`src/core/gsf_defs.vh`:
```
// ===================================================================
// General status flags: shared constants
// ===================================================================
// Purpose: Offsets, field positions, reset values and timing counts
// Assumes: 8-bit register address, 16-bit register data
// Notes:   Included by the status block; definitions only
//
// Contract
// - Status word resets 1180h at offset 21h
// - Bit 15 ORs unmasked fault status bits
// - Bit 12 high while trim load runs
// - Bit 11 shows self-test enabled
// - Sticky flags clear on read unless held
// - Bit 10 sticky self-test complete
// - Bit 9 sticky self-test failed
// - Bit 8 sticky reset seen, no interrupt
// - Bit 7 high once applied equals target
// - Unlimited slew settles within three cycles
// - Limited slew raises event on arrival
// - Slew off early steps applied to target
// - Bit 6 sticky end of conversion
// - Bit 5 live converter busy, no interrupt
// - Bit 4 live supply high, no interrupt
// - Bit 3 sticky break stop-bit error
// - Bit 2 sticky break parity error
// - Bit 1 sticky character stop-bit error
// - Bit 0 sticky character parity error
// - Mask bit 1 blocks interrupt, status sets
// - Summary output ORs unmasked bits 10, 9, 7, 6 and 3 to 0

`ifndef GSF_DEFS_VH
`define GSF_DEFS_VH

// ===================================================================
// Register offsets
// ===================================================================
`define GSF_OFS_STATUS      8'h21
`define GSF_OFS_TARGET      8'h30
`define GSF_OFS_SLEW_CTRL   8'h31
`define GSF_OFS_APPLIED     8'h32

// ===================================================================
// Status word field positions
// ===================================================================
`define GSF_BIT_ALARM       15
`define GSF_BIT_TRIM_BUSY   12
`define GSF_BIT_ST_ENABLED  11
`define GSF_BIT_ST_DONE     10
`define GSF_BIT_ST_FAIL     9
`define GSF_BIT_RESET_SEEN  8
`define GSF_BIT_SETTLED     7
`define GSF_BIT_EOC         6
`define GSF_BIT_CONV_BUSY   5
`define GSF_BIT_SUPPLY_HI   4
`define GSF_BIT_BRK_FRAME   3
`define GSF_BIT_BRK_PARITY  2
`define GSF_BIT_CHR_FRAME   1
`define GSF_BIT_CHR_PARITY  0

// ===================================================================
// Field groups and reset values
// ===================================================================
`define GSF_STATUS_RESET    16'h1180
`define GSF_STICKY_BITS     16'h074F
`define GSF_MASKABLE_BITS   16'h06CF
`define GSF_SLEW_EN_BIT     0
`define GSF_STEP_LSB        8
`define GSF_CTRL_RESET      16'h0100

// ===================================================================
// Timing
// ===================================================================
`define GSF_CLK_PERIOD_NS   10
`define GSF_SETTLE_MAX_CLK  3
`define GSF_SLEW_TICK_CLK   16

`endif

```
`src/core/gsf_general_status_flags.v`:
```
// Purpose: General status word with live and sticky flags, plus
//          the output code slew engine that drives the settled flag
// Assumes: Event pulses and live levels come from logic on clock;
//          the supply comparator is asynchronous
// Notes:   Read data stand one cycle after the read strobe

`timescale 1ns/1ps

`include "gsf_defs.vh"

module gsf_general_status_flags
#(
   parameter CODE_W     = 16,
   parameter SLEW_TICKS = `GSF_SLEW_TICK_CLK
)
(
   // Clock, reset and enable
   input  wire                clock,
   input  wire                sys_rst,
   input  wire                clk_en,

   // Register port
   input  wire [7:0]          reg_addr,
   input  wire [15:0]         reg_wdata,
   input  wire                reg_wr,
   input  wire                reg_rd,
   output reg  [15:0]         reg_rdata,

   // Fault status word and masks from neighbouring registers
   input  wire [15:0]         alarm_status_word,
   input  wire [15:0]         alarm_status_mask,
   input  wire [15:0]         general_status_mask,

   // Trim loader
   input  wire                trim_load_done,

   // Register self-test
   input  wire                selftest_enabled_flag,
   input  wire                selftest_complete,
   input  wire                selftest_failed,

   // Diagnostic converter
   input  wire                adc_end_of_conversion,
   input  wire                adc_converting,

   // Output stage supply comparator
   input  wire                supply_high_raw,

   // Serial receive errors
   input  wire                break_frame_err,
   input  wire                break_parity_err,
   input  wire                char_frame_err,
   input  wire                char_parity_err,

   // Outputs
   output reg  [CODE_W-1:0]   applied_code,
   output reg                 gen_irq_summary
);

   // ================================================================
   // Local definitions
   // ================================================================
   localparam [15:0] STICKY   = `GSF_STICKY_BITS;
   localparam [15:0] MASKABLE = `GSF_MASKABLE_BITS;
   localparam integer TICK_M1  = SLEW_TICKS - 1;
   localparam [15:0] TICK_MAX = TICK_M1[15:0];

   // Slew engine states
   localparam [1:0] SL_IDLE = 2'b00;
   localparam [1:0] SL_UP   = 2'b01;
   localparam [1:0] SL_DOWN = 2'b10;

   // Address match used by both strobes
   function hit;
      input [7:0] addr;
      input [7:0] offset;
      begin
         hit = (addr == offset);
      end
   endfunction

   // ================================================================
   // Declarations
   // ================================================================
   reg  [15:0]        sticky_r;
   reg                trim_busy_r;
   reg  [CODE_W-1:0]  target_r;
   reg  [15:0]        ctrl_r;
   reg  [15:0]        tick_r;
   reg  [1:0]         slew_state_r;
   reg  [1:0]         slew_state_nxt;
   reg                settled_r;
   reg  [2:0]         sup_sync_r;
   reg                supply_hi_r;
   reg  [CODE_W-1:0]  applied_nxt;
   reg  [15:0]        status_now;
   reg  [15:0]        sticky_evt;
   reg  [CODE_W-1:0]  step;
   reg  [CODE_W-1:0]  diff;

   wire               wr_status;
   wire               rd_status;
   wire               wr_target;
   wire               wr_ctrl;
   wire               slew_en;
   wire               alarm_any;
   wire [15:0]        sticky_nxt;

   // ================================================================
   // Register decode
   // ================================================================
   // Writes to the status word are dropped
   assign wr_status = reg_wr & hit(reg_addr, `GSF_OFS_STATUS);
   assign rd_status = reg_rd & hit(reg_addr, `GSF_OFS_STATUS);
   assign wr_target = reg_wr & hit(reg_addr, `GSF_OFS_TARGET);
   assign wr_ctrl   = reg_wr & hit(reg_addr, `GSF_OFS_SLEW_CTRL);
   assign slew_en   = ctrl_r[`GSF_SLEW_EN_BIT];

   // Fault summary from the unmasked fault status bits
   assign alarm_any = |(alarm_status_word & ~alarm_status_mask);

   // ================================================================
   // Sticky event sources
   // ================================================================
   // Event vector lined up with the status word bits
   always @*
   begin
      sticky_evt = 16'h0000;
      sticky_evt[`GSF_BIT_ST_DONE]    = selftest_complete;
      sticky_evt[`GSF_BIT_ST_FAIL]    = selftest_failed;
      sticky_evt[`GSF_BIT_RESET_SEEN] = 1'b0;
      sticky_evt[`GSF_BIT_EOC]        = adc_end_of_conversion;
      sticky_evt[`GSF_BIT_BRK_FRAME]  = break_frame_err;
      sticky_evt[`GSF_BIT_BRK_PARITY] = break_parity_err;
      sticky_evt[`GSF_BIT_CHR_FRAME]  = char_frame_err;
      sticky_evt[`GSF_BIT_CHR_PARITY] = char_parity_err;
   end

   // ================================================================
   // Sticky flags
   // ================================================================
   // One next-state term per bit; set wins over clear on read
   genvar gi;
   generate
      for (gi = 0; gi < 16; gi = gi + 1)
      begin : g_sticky
         if (STICKY[gi])
         begin : g_on
            assign sticky_nxt[gi] = (sticky_r[gi] & ~rd_status)
                                    | sticky_evt[gi];
         end
         else
         begin : g_off
            assign sticky_nxt[gi] = 1'b0;
         end
      end
   endgenerate

   // Flags register; reset seen flag comes up set
   always @(posedge clock)
   begin
      if (sys_rst)
         sticky_r <= `GSF_STATUS_RESET & STICKY;
      else if (clk_en)
         sticky_r <= sticky_nxt;
   end

   // ================================================================
   // Trim load busy
   // ================================================================
   // Busy from power-up until the loader reports completion
   always @(posedge clock)
   begin
      if (sys_rst)
         trim_busy_r <= 1'b1;
      else if (clk_en && trim_load_done)
         trim_busy_r <= 1'b0;
   end

   // ================================================================
   // Supply comparator synchroniser
   // ================================================================
   // Three stages; the level changes once stages two and three agree
   always @(posedge clock)
   begin
      if (sys_rst)
      begin
         sup_sync_r  <= 3'b000;
         supply_hi_r <= 1'b0;
      end
      else if (clk_en)
      begin
         sup_sync_r <= {sup_sync_r[1:0], supply_high_raw};
         if (sup_sync_r[1] == sup_sync_r[2])
            supply_hi_r <= sup_sync_r[2];
      end
   end

   // ================================================================
   // Slew control registers
   // ================================================================
   // Target code and slew control, written by software
   always @(posedge clock)
   begin
      if (sys_rst)
      begin
         target_r <= {CODE_W{1'b0}};
         ctrl_r   <= `GSF_CTRL_RESET;
      end
      else if (clk_en)
      begin
         if (wr_target)
            target_r <= reg_wdata[CODE_W-1:0];
         if (wr_ctrl)
            ctrl_r <= reg_wdata;
      end
   end

   // ================================================================
   // Slew engine
   // ================================================================
   // Step size, zero treated as one
   always @*
   begin
      step = {CODE_W{1'b0}};
      step[7:0] = ctrl_r[15:`GSF_STEP_LSB];
      if (step == {CODE_W{1'b0}})
         step = {{(CODE_W-1){1'b0}}, 1'b1};
   end

   // Direction and next applied code
   always @*
   begin
      applied_nxt    = applied_code;
      slew_state_nxt = SL_IDLE;
      diff           = {CODE_W{1'b0}};
      if (!slew_en)
      begin
         // Step straight to target, also when cut short
         applied_nxt = target_r;
      end
      else if (applied_code < target_r)
      begin
         slew_state_nxt = SL_UP;
         diff = target_r - applied_code;
         if (tick_r == TICK_MAX)
         begin
            if (diff <= step)
               applied_nxt = target_r;
            else
               applied_nxt = applied_code + step;
         end
      end
      else if (applied_code > target_r)
      begin
         slew_state_nxt = SL_DOWN;
         diff = applied_code - target_r;
         if (tick_r == TICK_MAX)
         begin
            if (diff <= step)
               applied_nxt = target_r;
            else
               applied_nxt = applied_code - step;
         end
      end
   end

   // Step timer, applied code and state
   always @(posedge clock)
   begin
      if (sys_rst)
      begin
         applied_code <= {CODE_W{1'b0}};
         tick_r       <= 16'h0000;
         slew_state_r <= SL_IDLE;
      end
      else if (clk_en)
      begin
         applied_code <= applied_nxt;
         slew_state_r <= slew_state_nxt;
         case (slew_state_nxt)
            SL_UP, SL_DOWN:
               if (tick_r == TICK_MAX)
                  tick_r <= 16'h0000;
               else
                  tick_r <= tick_r + 16'h0001;
            SL_IDLE:
               tick_r <= 16'h0000;
            default:
               tick_r <= 16'h0000;
         endcase
      end
   end

   // Settled flag; rises the cycle after the codes meet
   always @(posedge clock)
   begin
      if (sys_rst)
         settled_r <= 1'b1;
      else if (clk_en)
         settled_r <= (applied_code == target_r);
   end

   // ================================================================
   // Status word assembly
   // ================================================================
   // Live bits beside sticky bits; reserved bits stay zero
   always @*
   begin
      status_now = sticky_r;
      status_now[`GSF_BIT_ALARM]      = alarm_any;
      status_now[`GSF_BIT_TRIM_BUSY]  = trim_busy_r;
      status_now[`GSF_BIT_ST_ENABLED] = selftest_enabled_flag;
      status_now[`GSF_BIT_SETTLED]    = settled_r;
      status_now[`GSF_BIT_CONV_BUSY]  = adc_converting;
      status_now[`GSF_BIT_SUPPLY_HI]  = supply_hi_r;
      status_now[14:13]               = 2'b00;
   end

   // ================================================================
   // Read data
   // ================================================================
   // Value sampled before the clear; zero for unmapped offsets
   always @(posedge clock)
   begin
      if (sys_rst)
         reg_rdata <= 16'h0000;
      else if (clk_en)
      begin
         reg_rdata <= 16'h0000;
         if (rd_status)
            reg_rdata <= status_now;
         else if (reg_rd && hit(reg_addr, `GSF_OFS_TARGET))
            reg_rdata <= target_r;
         else if (reg_rd && hit(reg_addr, `GSF_OFS_SLEW_CTRL))
            reg_rdata <= ctrl_r;
         else if (reg_rd && hit(reg_addr, `GSF_OFS_APPLIED))
            reg_rdata <= applied_code;
      end
   end

   // ================================================================
   // Interrupt summary
   // ================================================================
   // Only maskable bits whose mask bit is zero contribute
   always @(posedge clock)
   begin
      if (sys_rst)
         gen_irq_summary <= 1'b0;
      else if (clk_en)
         gen_irq_summary <= |(status_now & MASKABLE
                              & ~general_status_mask);
   end

endmodule

```
`config.mk`:
```
export PLATFORM = sky130hd
export DESIGN_NAME = gsf_general_status_flags
export DESIGN_NICKNAME = d
export VERILOG_FILES = /design/src/core/gsf_general_status_flags.v
export VERILOG_INCLUDE_DIRS = /design/src /design/src/core
export SDC_FILE = /design/constraint.sdc
export NUM_CORES = 1
export LEC_CHECK = 0
export BUFFER_PORTS_ARGS = -buffer_cell sky130_fd_sc_hd__buf_2
export CAP_MARGIN = 20
export CORE_MARGIN = 1
export CORE_UTILIZATION = 50
export DETAILED_ROUTE_END_ITERATION = 10
export GPL_TIMING_DRIVEN = 1
export PLACE_DENSITY = 0.82
export SETUP_SLACK_MARGIN = 0.3
export SLEW_MARGIN = 20
export SYNTH_ARGS = -nofsm -noshare
export SYNTH_HDL_FRONTEND = slang
export SYNTH_SLANG_ARGS = --single-unit
```
`constraint.sdc`:
```
create_clock -name clock -period 3.9 [get_ports clock]
set_clock_uncertainty 0.15 [all_clocks]
set_input_delay 0.78 -clock clock [delete_from_list [all_inputs] [get_ports clock]]
set_output_delay 0.78 -clock clock [all_outputs]
set_load 0.01 [all_outputs]
```
== Yosys cells after proc, flatten, opt, wreduce, memory -nomap -nowiden ==
Cells that the tools add are included.
Storage, ports and cells
  input bits: 88
  bits in registers: 95
  output and inout port bits: 33
  word-level logic and storage cells: 83
Cells by class
  $lt $le $gt $ge: 4
  bitwise gates (word level): 23
  add/subtract/negate cells: 5
  multiplexer cells: 17
  reduce and logical (&&, ||, !) cells: 12
  eq/ne operators: 11
Operators with widths (number)
  16-bit 2-to-1 mux: 13
  16-bit subtractor: 3
  8-bit by 6-bit == test with 1-bit output, second input constant: 4
  16-bit <= comparator: 2
  16-bit NOT: 2
  16-bit OR reduction: 2
  16-bit by 1-bit adder with 16-bit output, second input constant: 1
  16-bit adder: 1
  11-bit by 16-bit AND with 16-bit output: 1
  16-bit AND: 1
  16-bit == test: 1
  16-bit by 4-bit == test with 1-bit output, second input constant: 1
  16-bit greater-than comparator: 1
  16-bit less-than comparator: 1
  1-bit AND: 11
  8-bit zero test: 1
  8-bit 2-to-1 mux: 1
  1-bit bitwise OR: 7
  2-bit 2-to-1 mux: 3
  2-bit AND reduction: 3
  1-bit logical AND: 4
  3-bit by 1-bit inequality test with 1-bit output, second input constant: 1
  3-bit AND reduction: 1
  2-bit by 1-bit == test with 1-bit output, second input constant: 1
  5 further kinds: 5

== Depth between registers and ports, before layout ==
Gate-level depths: netlist of run 1.
  depth in word-level cells: 8
  gate-level depth with buffers: 20
  gate-level depth less buffers: 18

== Least setup slack after synthesis of run 1 ==
No wires, ideal clock.
  kind: register -> register
  from: register applied_code[1]
  to: register applied_code[13]
  required time: 3.692 ns
  setup slack: -0.252 ns
  cell stages (with the launch flop): 20
  path buffers: 1
  arrival: 3.944 ns
  clock period less this slack: 4.152 ns
  library setup time: 0.058 ns
  cells stage by stage: dfxtp_1 -> inv_1 -> ha_1 -> nor2b_1 -> o2111ai_1 -> and2_1 -> o21ai_0 -> xor2_1 -> ha_1 -> nand4_1 -> a31oi_1 -> a211oi_1 -> a21oi_1 -> a2111oi_4 -> and3_4 -> a22o_2 -> or2_1 -> buf_4 -> a221oi_1 -> o211a_1
Between the ends
  longest elaborated chain between the ends: 7
  elaborated cells on any way between the ends: 17
  classes of those cells: 4 x add/sub; 4 x order compare; 1 x eq/ne; 7 x mux; 1 x reduce/logical
Ends and longest elaborated chain
  start, declared: line gsf_general_status_flags.v:56  | output reg [CODE_W-1:0] applied_code,
  start signal, assigned: line gsf_general_status_flags.v:273  | applied_code <= {CODE_W{1'b0}};
  start signal, assigned: line gsf_general_status_flags.v:279  | applied_code <= applied_nxt;
  16-bit subtractor: line gsf_general_status_flags.v:257  | diff = applied_code - target_r;
  16-bit <= comparator: line gsf_general_status_flags.v:260  | if (diff <= step)
  16-bit 2-to-1 mux: line gsf_general_status_flags.v:260
  16-bit 2-to-1 mux: line gsf_general_status_flags.v:258  | if (tick_r == TICK_MAX)
  16-bit 2-to-1 mux: line gsf_general_status_flags.v:254  | else if (applied_code > target_r)
  16-bit 2-to-1 mux: line gsf_general_status_flags.v:242  | else if (applied_code < target_r)
  16-bit 2-to-1 mux: line gsf_general_status_flags.v:237  | if (!slew_en)
Several ways; a longest one is shown, not always the timed one. The select of a mux whose other input is x is not followed.
A chain may end at the register's enable or synchronous reset.

== Worst setup path in the final report of run 1 ==
  from: register target_r[0]
  to: register applied_code[9]
Between the ends
  longest elaborated chain between the ends: 7
  elaborated cells on any way between the ends: 15
  classes of those cells: 2 x add/sub; 4 x order compare; 1 x eq/ne; 7 x mux; 1 x reduce/logical
Ends and longest elaborated chain
  start, declared: line gsf_general_status_flags.v:87  | reg [CODE_W-1:0] target_r;
  start signal, assigned: line gsf_general_status_flags.v:207  | target_r <= {CODE_W{1'b0}};
  start signal, assigned: line gsf_general_status_flags.v:213  | target_r <= reg_wdata[CODE_W-1:0];
  16-bit subtractor: line gsf_general_status_flags.v:257
  16-bit <= comparator: line gsf_general_status_flags.v:260
  16-bit 2-to-1 mux: line gsf_general_status_flags.v:260
  16-bit 2-to-1 mux: line gsf_general_status_flags.v:258
  16-bit 2-to-1 mux: line gsf_general_status_flags.v:254
  16-bit 2-to-1 mux: line gsf_general_status_flags.v:242
  16-bit 2-to-1 mux: line gsf_general_status_flags.v:237
Several ways; a longest one is shown, not always the timed one. The select of a mux whose other input is x is not followed.

==> results of run 1 <==
## worst min-delay path by stage
stage,start,end,slack (ns),depth (start not counted)
final,ctrl_r[2],ctrl_r[2],0.32,2
after global routing,sticky_r[8],sticky_r[8],0.34,1
after CTS,ctrl_r[1],ctrl_r[1],0.31,2
after detailed placement,ctrl_r[7],ctrl_r[7],0.30,2
after global placement,trim_busy_r,trim_busy_r,0.28,1
after floorplan,trim_busy_r,trim_busy_r,0.28,1
## through the flow
| step | cells | util | hold slack [ns] |
|---|---|---|---|
| 2_1_floorplan | 976 | - | 0.277 |
| 3_3_place_gp | 1296 | 0.600 | 0.284 |
| 3_5_place_dp | 1296 | 0.600 | 0.300 |
| 4_1_cts | 1320 | 0.636 | 0.313 |
| 5_1_grt | 1325 | 0.645 | 0.342 |
| 6_report | 1325 | 0.645 | 0.317 |
## layout by cell type (no fill, tap or decap), drive strengths merged, types with 4 or more instances in the layout
master    n
and2      9
nor4     10
a221oi   25
buf     204
a21o     13
a22oi    10
a211oi   10
a311oi    6
and3     13
o21ai    49
a221o    16
nand3    19
nor2     99
fa        4
nand4    17
xor2     14
dfxtp    95
a31oi     7
xnor2    23
a21oi    81
nor2b     9
nand2    92
ha       65
mux2i    20
o211ai    8
nor3     25
inv      83
o22ai    10
o31ai     5
nand2b   13
o21bai    5
nor3b     8
clkbuf   11
o21a      8
## area by class of cell
class / instances / area, um2
multi-input combinational: 744 / 5330
timing repair buffer: 204 / 1280
clock inverter: 5 / 88.8
sequential: 95 / 1930
fill: 1161 / 5180
clock buffer: 11 / 243
tap: 184 / 230
inverter: 82 / 310
## power groups by stage
stage,Combinational [mW],Sequential (mW),Clock [mW]
5_1_grt,0.571,1.00,1.03
2_1_floorplan,0.310,1.03,0
6_report,0.527,1.00,0.996
3_5_place_dp,0.484,1.02,0
3_3_place_gp,0.473,1.02,0
4_1_cts,0.504,1.00,0.993
## cell families (layout without fill, tap and decap cells)
kind of cell / Yosys count / after routing
AOI/OAI and AO/OA: 285 / 285
xor gates and xnor gates: 37 / 37
adders and majority gates: 69 / 69
buffers and inverters: 137 / 302
DFF: 95 / 95
muxes: 20 / 20
and+or+nand+nor: 333 / 333
## routing by layer
metal  track usage  vias to the layer above  share of wire
met5             0                        -              0
met4         0.142                        0          0.038
met3        0.0490                       67          0.082
met2         0.500                      417           0.47
met1         0.385                     3786           0.41
li1              -                     3847              -
## state kept, by name (all words and copies together), names as in the netlist
register / cells
gen_irq_summary: 1
reg_rdata: 16
sticky_r: 8
trim_busy_r: 1
tick_r: 16
supply_hi_r: 1
ctrl_r: 16
applied_code: 16
sup_sync_r: 3
target_r: 16
settled_r: 1
## critical path, delay by kind of cell, from the launching register on
kind            cells  cell delay, ns
flops               1            0.36
buf+inv             3            0.23
simple gates        2            0.40
xor+xnor            1            0.17
compound gates     10            1.71
fa+ha+maj           3            0.75
## timing repair
item,CTS,global route
buffers inserted,8,5
endpoints found under the setup margin,16,20
pin swaps,35,22
hold buffers,0,0
resized for setup,39,24
==> impl_metrics.py, run 1 <==
metrics = {
    "cells_and_area": {
        "area_growth_syn_to_layout_pct": 25.7,
        "final_net_count": 1293,
        "drive_gt1_frac": 0.262,
        "design_area_um2": 9410,
        "antennaDiodeCount": 0,
    },
    "floorplan": {
        "dieArea_um2": 15500,
        "initial_utilization": 0.513,
        "io_pins": 121,
        "placementRows": 44,
        "die_w_um": 124,
        "core_area_um2": 14600,
        "die-height_um": 124,
    },
    "detailed_routing": {
        "drt-initial-drc-count": 775,
        "vias": 8117,
        "drtPass1Iterations": 6,
        "wl_per_cell_um": 18.1,
        "avgViaCountPerCell": 6.13,
        "drc": 0,
        "wirelength_um": 24000,
        "postRouteAntennaNets": 0,
    },
    "pwr": {
        "p_comb_frac": 0.209,
        "power_frac_clock": 0.394,
        "net-switching-power_mw": 0.716,
        "peakVddDrop_mv": 0.241,
        "p_per_area_nw_per_um2": 268,
        "seq_power_share": 0.397,
        "p_total_mw": 2.52,
        "switching_share": 0.284,
        "p_leak_nw": 4.04,
        "internal_power_mw": 1.81,
    },
    "timing": {
        "slew_viol_final": 0,
        "fin_crit_ns": 3.87,
        "tightest_slew_ns": 0.721,
        "setup_viol": 0,
        "fmax_mhz": 259,
        "tns_ns": 0,
        "rsz0062_at_grt": "true",
        "setup_ws_ns": 0.0328,
        "hold_viol_final": 0,
        "slew_headroom": 0.520,
        "fin_crit_sh": 0.992,
    },
    "synthesis": {
        "synth.most_common_cell": "nor2_1",
        "synth.area.top_cells": "dfxtp_1 25%, ha_1 11%, a21oi_1 5.3%, nor2_1 5.0%, nand2_1 4.6%",
        "ys_types": 77,
        "synthSimpleGateAreaFrac": 0.215,
        "synth.mux.area_fraction": 0.0267,
        "synth.top_cell.area_share": 0.254,
        "synth_seq_area_share": 0.254,
        "synth_top_family_by_area": "compound AO/OA/AOI/OAI gates",
        "synth_xor_area_frac": 0.0433,
        "synth-seq-cells": 95,
        "synth.net_count": 1133,
        "async_flop_share": 0,
        "synth-compound-area-share": 0.269,
        "netlist_area_um2": 7490,
        "netlist_top_cells_count": "99 x nor2_1, 95 x dfxtp_1, 92 x nand2_1",
        "synthCells": 976,
        "yosys.area_share.adder": 0.119,
        "yosys.area.top_type": "dfxtp_1",
        "synth-edff-count": 0,
        "synth_area_per_cell_um2": 7.67,
        "synthFlopType": "dfxtp_1",
        "yosysWarnings": 0,
    },
    "place": {
        "pre_cts_ws_ns": -0.140,
        "portBuffers": 112,
        "place_hpwl_um": 18300,
        "place_congestion": 0.959,
        "placed_cell_area_um2": 8760,
    },
    "global_routing": {
        "grt_pass1_vias": 7634,
        "grt_pass1_wl_um": 38300,
        "antenna_found_initial": 0,
        "overflow": 0,
        "grt_max_degree": 61,
        "grtUsageTotal": 0.303,
    },
    "setup_path": {
        "start_kind": "flop",
        "r2r_end": "applied_code[9]",
        "startpoint": "target_r[0]",
        "worstPathCellList": "inv_2 > ha_4 > inv_2 > fa_2 > a21o_1 > buf_4 > a21oi_1 > xnor2_1 > ha_1 > nand4_1 > a31oi_1 > a211oi_2 > a21oi_2 > a2111oi_4 > and3_4 > a21oi_4 > a31o_1 > a221o_1 > a221oi_2",
        "r2r_setup_slack_ns": 0.03,
        "crit_required_ns": 4.02,
        "path_common_cell": "inv_2",
        "cp_slowest_cell": "dfxtp_4",
        "max_stage_delay_ns": 0.36,
        "cp-end-kind": "flop",
        "reg2reg_depth": 19,
        "timing.rr.start": "target_r[0]",
        "critPathMaxFanout": 4,
        "cp.arrival_ns": 3.99,
        "endpoint": "applied_code[9]",
        "path_class": "flop to flop",
    },
    "job": {
        "cap_viol_max_count": 0,
    },
    "cts": {
        "cts_inserted_buffers": 9,
        "cts_root_buf": "clkbuf_16",
        "clock_path_buffers": 2,
        "cts_tree": "done",
        "htreeDepth": 3,
        "cts.sink_count": 95,
        "insertion_delay_ns": 0.35,
        "cts.reportedPaths.clkPinSlew_ns": 0.07,
    },
    "hold_path": {
        "min_path_type": "flop to flop",
    },
    "status": {
        "outcome": "completed",
    },
}
Note: power is estimated with default switching activity, not from simulation.
==> inputs of run 2 (changes only) <==
Settings changed: CELL_PAD_IN_SITES_DETAIL_PLACEMENT from default to 0, CELL_PAD_IN_SITES_GLOBAL_PLACEMENT from default to 1, CORE_MARGIN 1 to 5, CORE_UTILIZATION 50 to 38, PLACE_DENSITY 0.82 to 0.84.
==> run 2 against run 1 <==
Effect of this change:
- largest power group unchanged
- the run now ends with setup timing left
- largest cell class unchanged
- sequential power is essentially flat
- clock power fell by 14%
- first-iteration DRC count down 39%
==> impl_metrics.py, run 2 (same netlist as run 1, synthesis figures left out) <==
metrics = {
    "setup_path": {
        "crit_required_ns": 3.99,
        "cp.arrival_ns": 4.03,
        "cp-end-kind": "flop",
        "critPathMaxFanout": 3,
        "path_class": "flop to flop",
        "start_kind": "flop",
    },
    "timing": {
        "slew_headroom": 0.449,
        "rsz0062_at_grt": "true",
        "hold_viol_final": 0,
        "setup_ws_ns": -0.0380,
        "fmax_mhz": 254,
        "tightest_slew_ns": 0.826,
        "setup_viol": 2,
        "fin_crit_ns": 3.94,
        "fin_crit_sh": 1.01,
        "slew_viol_final": 0,
    },
    "detailed_routing": {
        "drtPass1Iterations": 5,
        "drt-initial-drc-count": 476,
        "drc": 0,
        "postRouteAntennaNets": 0,
        "avgViaCountPerCell": 5.47,
        "vias": 7743,
        "wirelength_um": 24300,
        "wl_per_cell_um": 17.1,
    },
    "global_routing": {
        "grt_pass1_wl_um": 38700,
        "antenna_found_initial": 0,
        "grt_max_degree": 53,
        "grtUsageTotal": 0.214,
        "grt_pass1_vias": 7378,
        "overflow": 0,
    },
    "floorplan": {
        "initial_utilization": 0.385,
        "dieArea_um2": 22600,
        "io_pins": 121,
        "die-height_um": 150,
        "core_area_um2": 19500,
        "die_w_um": 150,
        "placementRows": 51,
    },
    "cells_and_area": {
        "mostFrequentLayoutCells": "112 x buf_2, 98 x buf_4, 96 x nor2_1",
        "n_fill_cell": 1938,
        "antennaDiodeCount": 0,
        "drive_gt1_frac": 0.258,
        "design_area_um2": 9470,
        "final_common_cell": "buf_2",
        "area_growth_syn_to_layout_pct": 26.4,
        "fin_util": 0.486,
        "final_net_count": 1302,
    },
    "place": {
        "placed_cell_area_um2": 8930,
        "place_congestion": 0.906,
        "portBuffers": 112,
        "place_hpwl_um": 19200,
    },
    "cts": {
        "cts.sink_count": 95,
        "cts_tree": "done",
        "htreeDepth": 3,
        "clock_path_buffers": 2,
        "cts.reportedPaths.clkPinSlew_ns": 0.07,
        "cts_inserted_buffers": 9,
        "insertion_delay_ns": 0.35,
        "cts_root_buf": "clkbuf_16",
    },
    "pwr": {
        "p_per_area_nw_per_um2": 250,
        "switching_share": 0.294,
        "net-switching-power_mw": 0.697,
        "p_comb_frac": 0.218,
        "p_leak_nw": 4.05,
        "seq_power_share": 0.422,
        "internal_power_mw": 1.67,
        "peakVddDrop_mv": 0.180,
        "power_frac_clock": 0.360,
    },
    "hold_path": {
        "min_path_type": "flop to flop",
    },
    "status": {
        "outcome": "complete, but fails checks",
        "violations": "setup timing",
    },
    "job": {
        "cap_viol_max_count": 0,
    },
}
## run 2: changes by cell type in the layout (fill, tap and decap cells not counted), sizes merged
cell	delta
buf	+9
bufinv	-2
clkbuf	+1
clkinv	+1
## run 2: power by group through the flow
| stage | clock network (mW) | logic (mW) | registers [mW] |
|---|---|---|---|
| final | 0.853 | 0.515 | 1.00 |
| after global routing | 0.899 | 0.565 | 1.00 |
| after CTS | 0.861 | 0.500 | 1.00 |
| after detailed placement | 0 | 0.487 | 1.02 |
| after global placement | 0 | 0.484 | 1.02 |
| after floorplan | 0 | 0.310 | 1.03 |
## run 2: cell type report
class                      instances  area, um2  share of cell area
sequential                        95       1930               0.204
timing repair buffer             213       1330               0.140
tap                              265        332              0.0350
multi-input combinational        744       5290               0.558
clock inverter                     4       28.8             0.00304
clock buffer                      12        246              0.0260
inverter                          82        315              0.0333
## run 2: path summary, 6_finish.rpt
kind	from	endpoint	slack, ns	cells past startpoint
setup / recovery	applied_code[0]	applied_code[12]	-0.04	20
hold / removal	ctrl_r[6]	ctrl_r[6]	0.31	2
setup reg to reg	applied_code[0]	applied_code[12]	-0.04	20
hold reg to reg	ctrl_r[6]	ctrl_r[6]	0.31	2
## run 2: worst max-delay path: stages, from the launching register on
cell and delay [ns]:
dfxtp_4 0.36, inv_4 0.06, ha_4 0.13, inv_2 0.04, fa_2 0.42, a211oi_4 0.26, buf_4 0.15, buf_4 0.09
buf_4 0.09, buf_4 0.09, o211ai_1 0.10, a21oi_2 0.30, xnor2_1 0.10, a2111o_1 0.34, nor4_4 0.36, a22o_4 0.20
or2_4 0.13, buf_6 0.10, buf_4 0.10, nand2_2 0.04, a32o_1 0.24
## run 2: metal layers
layer  routed length [um]  share of wire  GRT usage
met3                 1610          0.066     0.0343
met5                    0              0          0
met4                  565          0.023     0.0622
met1                11200           0.46      0.300
met2                10800           0.45      0.338
## run 2: through the flow
step | setup slack, ns | TNS, ns | instances | total power, mW | hold WS [ns]
floorplan | 0.0876 | 0 | 976 | 1.34 | 0.277
global placement | -0.0550 | -0.293 | 1388 | 1.51 | 0.287
detailed placement | -0.0795 | -0.494 | 1388 | 1.51 | 0.294
CTS | 0.00944 | 0 | 1411 | 2.36 | 0.307
global route | -0.193 | -1.79 | 1415 | 2.47 | 0.324
finish | -0.0380 | -0.0586 | 1415 | 2.37 | 0.308
## run 2: what timing repair did
item                                    CTS  global route
endpoints found under the setup margin   16            27
buffers inserted                          7             4
hold buffers                              0             0
pin swaps                                26             9
gates resized for setup                  29            22
==> inputs of run 3 (changes only) <==
Settings changed: REMOVE_ABC_BUFFERS from default to 1, SETUP_SLACK_MARGIN 0.3 to 0.2.
==> run 3 against run 2 <==
Effect of this change:
- the flow still finishes with violations (setup timing)
- critical path depth grew 1
- critical path type unchanged
- global-route usage grew 0.75 points
- largest power group unchanged
- worst hold slack is essentially flat
- maximum frequency shrank 3.5%
- sequential share of layout area shrank 0.97 points
- highest routed layer unchanged
- wire length grew 2.2%
==> impl_metrics.py, run 3 (same netlist as run 1, synthesis figures left out) <==
metrics = {
    "cts": {
        "clock_path_buffers": 2,
        "cts.reportedPaths.clkPinSlew_ns": 0.08,
        "cts_root_buf": "clkbuf_16",
        "insertion_delay_ns": 0.35,
        "cts.sink_count": 95,
        "cts_tree": "done",
        "htreeDepth": 3,
        "holdBufCountCts": 0,
        "cts_inserted_buffers": 9,
    },
    "detailed_routing": {
        "drc": 0,
        "postRouteAntennaNets": 0,
        "drt-initial-drc-count": 462,
        "avgViaCountPerCell": 5.41,
        "route.met3.wl_um": 1530,
        "top_layer": "met4",
        "wl_per_cell_um": 17.0,
        "m1WireLength_um": 11000,
        "vias": 7872,
        "drtPass1Iterations": 5,
        "wirelength_um": 24800,
        "met2_length_um": 11700,
    },
    "setup_path": {
        "path_class": "flop to flop",
        "timing.rr.start": "target_r[0]",
        "cp-end-kind": "flop",
        "reg2reg_depth": 21,
        "critPathMaxFanout": 3,
        "start_kind": "flop",
        "r2r_end": "applied_code[13]",
        "crit_required_ns": 4.04,
        "cp.arrival_ns": 4.22,
        "r2r_setup_slack_ns": -0.18,
    },
    "timing": {
        "rsz0062_at_grt": "true",
        "fin_crit_sh": 1.05,
        "setup_ws_ns": -0.181,
        "tightest_slew_ns": 0.769,
        "tns_ns": -1.08,
        "fmax_mhz": 245,
        "fin_crit_ns": 4.08,
        "slew_headroom": 0.483,
        "hold_slack_ns": 0.308,
        "slew_viol_final": 0,
        "setup_viol": 14,
        "hold_viol_final": 0,
    },
    "cells_and_area": {
        "final-instance-count-excl-fill": 1455,
        "area_growth_syn_to_layout_pct": 31.4,
        "final_common_cell": "buf_4",
        "final_net_count": 1342,
        "design_area_um2": 9840,
        "n_fill_cell": 1891,
        "drive_gt1_frac": 0.285,
        "mostFrequentLayoutCells": "129 x buf_4, 112 x buf_2, 95 x nor2_1",
        "antennaDiodeCount": 0,
    },
    "hold_path": {
        "min_path_type": "flop to flop",
        "min-delay-start": "ctrl_r[7]",
        "hold_depth": 2,
        "hold-path-endpoint": "ctrl_r[7]",
    },
    "pwr": {
        "p_per_area_nw_per_um2": 251,
        "switching_share": 0.291,
        "p_leak_nw": 4.27,
        "internal_power_mw": 1.76,
        "p_comb_frac": 0.221,
        "p_total_mw": 2.47,
        "peakVddDrop_mv": 0.197,
        "power_frac_clock": 0.374,
        "seq_power_share": 0.405,
        "net-switching-power_mw": 0.719,
    },
    "status": {
        "violations": "setup timing",
        "outcome": "complete, but fails checks",
    },
    "floorplan": {
        "placementRows": 51,
        "io_pins": 121,
        "dieArea_um2": 22600,
        "die-height_um": 150,
        "core_area_um2": 19500,
        "initial_utilization": 0.385,
        "die_w_um": 150,
    },
    "place": {
        "place_hpwl_um": 19800,
        "placed_cell_area_um2": 9090,
        "placed_cells": 1422,
        "place_congestion": 0.932,
        "portBuffers": 112,
    },
    "global_routing": {
        "grt_pass1_wl_um": 40200,
        "overflow": 0,
        "grtUsageTotal": 0.221,
        "grt_max_degree": 31,
        "grt_pass1_vias": 7795,
        "antenna_found_initial": 0,
    },
    "job": {
        "cap_viol_max_count": 0,
    },
}
run 3: metrics by stage:
step,utilization,setup slack (ns)
floorplan,-,-0.205
global placement,0.467,-0.267
detailed placement,0.467,-0.357
CTS,0.495,-0.255
global route,0.506,-0.335
finish,0.506,-0.181
run 3: how the worst max path moves through the flow:
stage | startpoint | slack, ns | cells after the start | to
2_1_floorplan | applied_code[4] | -0.21 | 17 | applied_code[10]
3_3_place_gp | applied_code[1] | -0.27 | 20 | applied_code[9]
3_5_place_dp | applied_code[1] | -0.36 | 20 | applied_code[3]
4_1_cts | target_r[0] | -0.26 | 20 | applied_code[9]
5_1_grt | target_r[0] | -0.34 | 21 | applied_code[13]
6_report | target_r[0] | -0.18 | 21 | applied_code[13]
run 3: power by group through the flow:
| stage | combinational (mW) | sequential [mW] | clock [mW] |
|---|---|---|---|
| after floorplan | 0.276 | 1.03 | 0 |
| after global placement | 0.496 | 1.02 | 0 |
| after detailed placement | 0.499 | 1.02 | 0 |
| after CTS | 0.524 | 1.00 | 0.953 |
| after global routing | 0.596 | 1.00 | 0.985 |
| final | 0.547 | 1.00 | 0.925 |
run 3: layer usage:
layer  vias up  global-route usage
met5         -                   0
met4         0              0.0590
met3        32              0.0313
met2       239               0.373
met1      3665               0.296
li1       3936                   -
run 3: worst max-delay path, cell delays in order, from the launching register on:
cell	delay [ns]
dfxtp_2	0.35
buf_6	0.11
ha_4	0.12
inv_2	0.03
fa_2	0.38
a211oi_4	0.29
o21ai_2	0.09
xor2_1	0.17
ha_1	0.30
nand4_1	0.11
buf_4	0.16
a21oi_2	0.12
o21ai_2	0.06
buf_4	0.14
nand4_1	0.15
nor4_4	0.08
buf_4	0.15
a22o_4	0.25
or2_4	0.27
buf_6	0.13
a221oi_2	0.24
o211a_1	0.17
run 3: what timing repair did:
item,in CTS,in global routing
gates cloned,0,0
setup endpoints to repair,16,16
resized for setup,41,39
pin swaps,31,44
buffers inserted,8,9
run 3: cell type report:
type	instances	area [um2]	share of cell area
flip-flops and latches	95	1910	0.194
well taps	265	332	0.0337
clock inverters	7	92.6	0.00941
multi-input cells	744	5310	0.540
inverters	82	308	0.0313
repair buffers	253	1660	0.169
clock buffers	9	225	0.0229
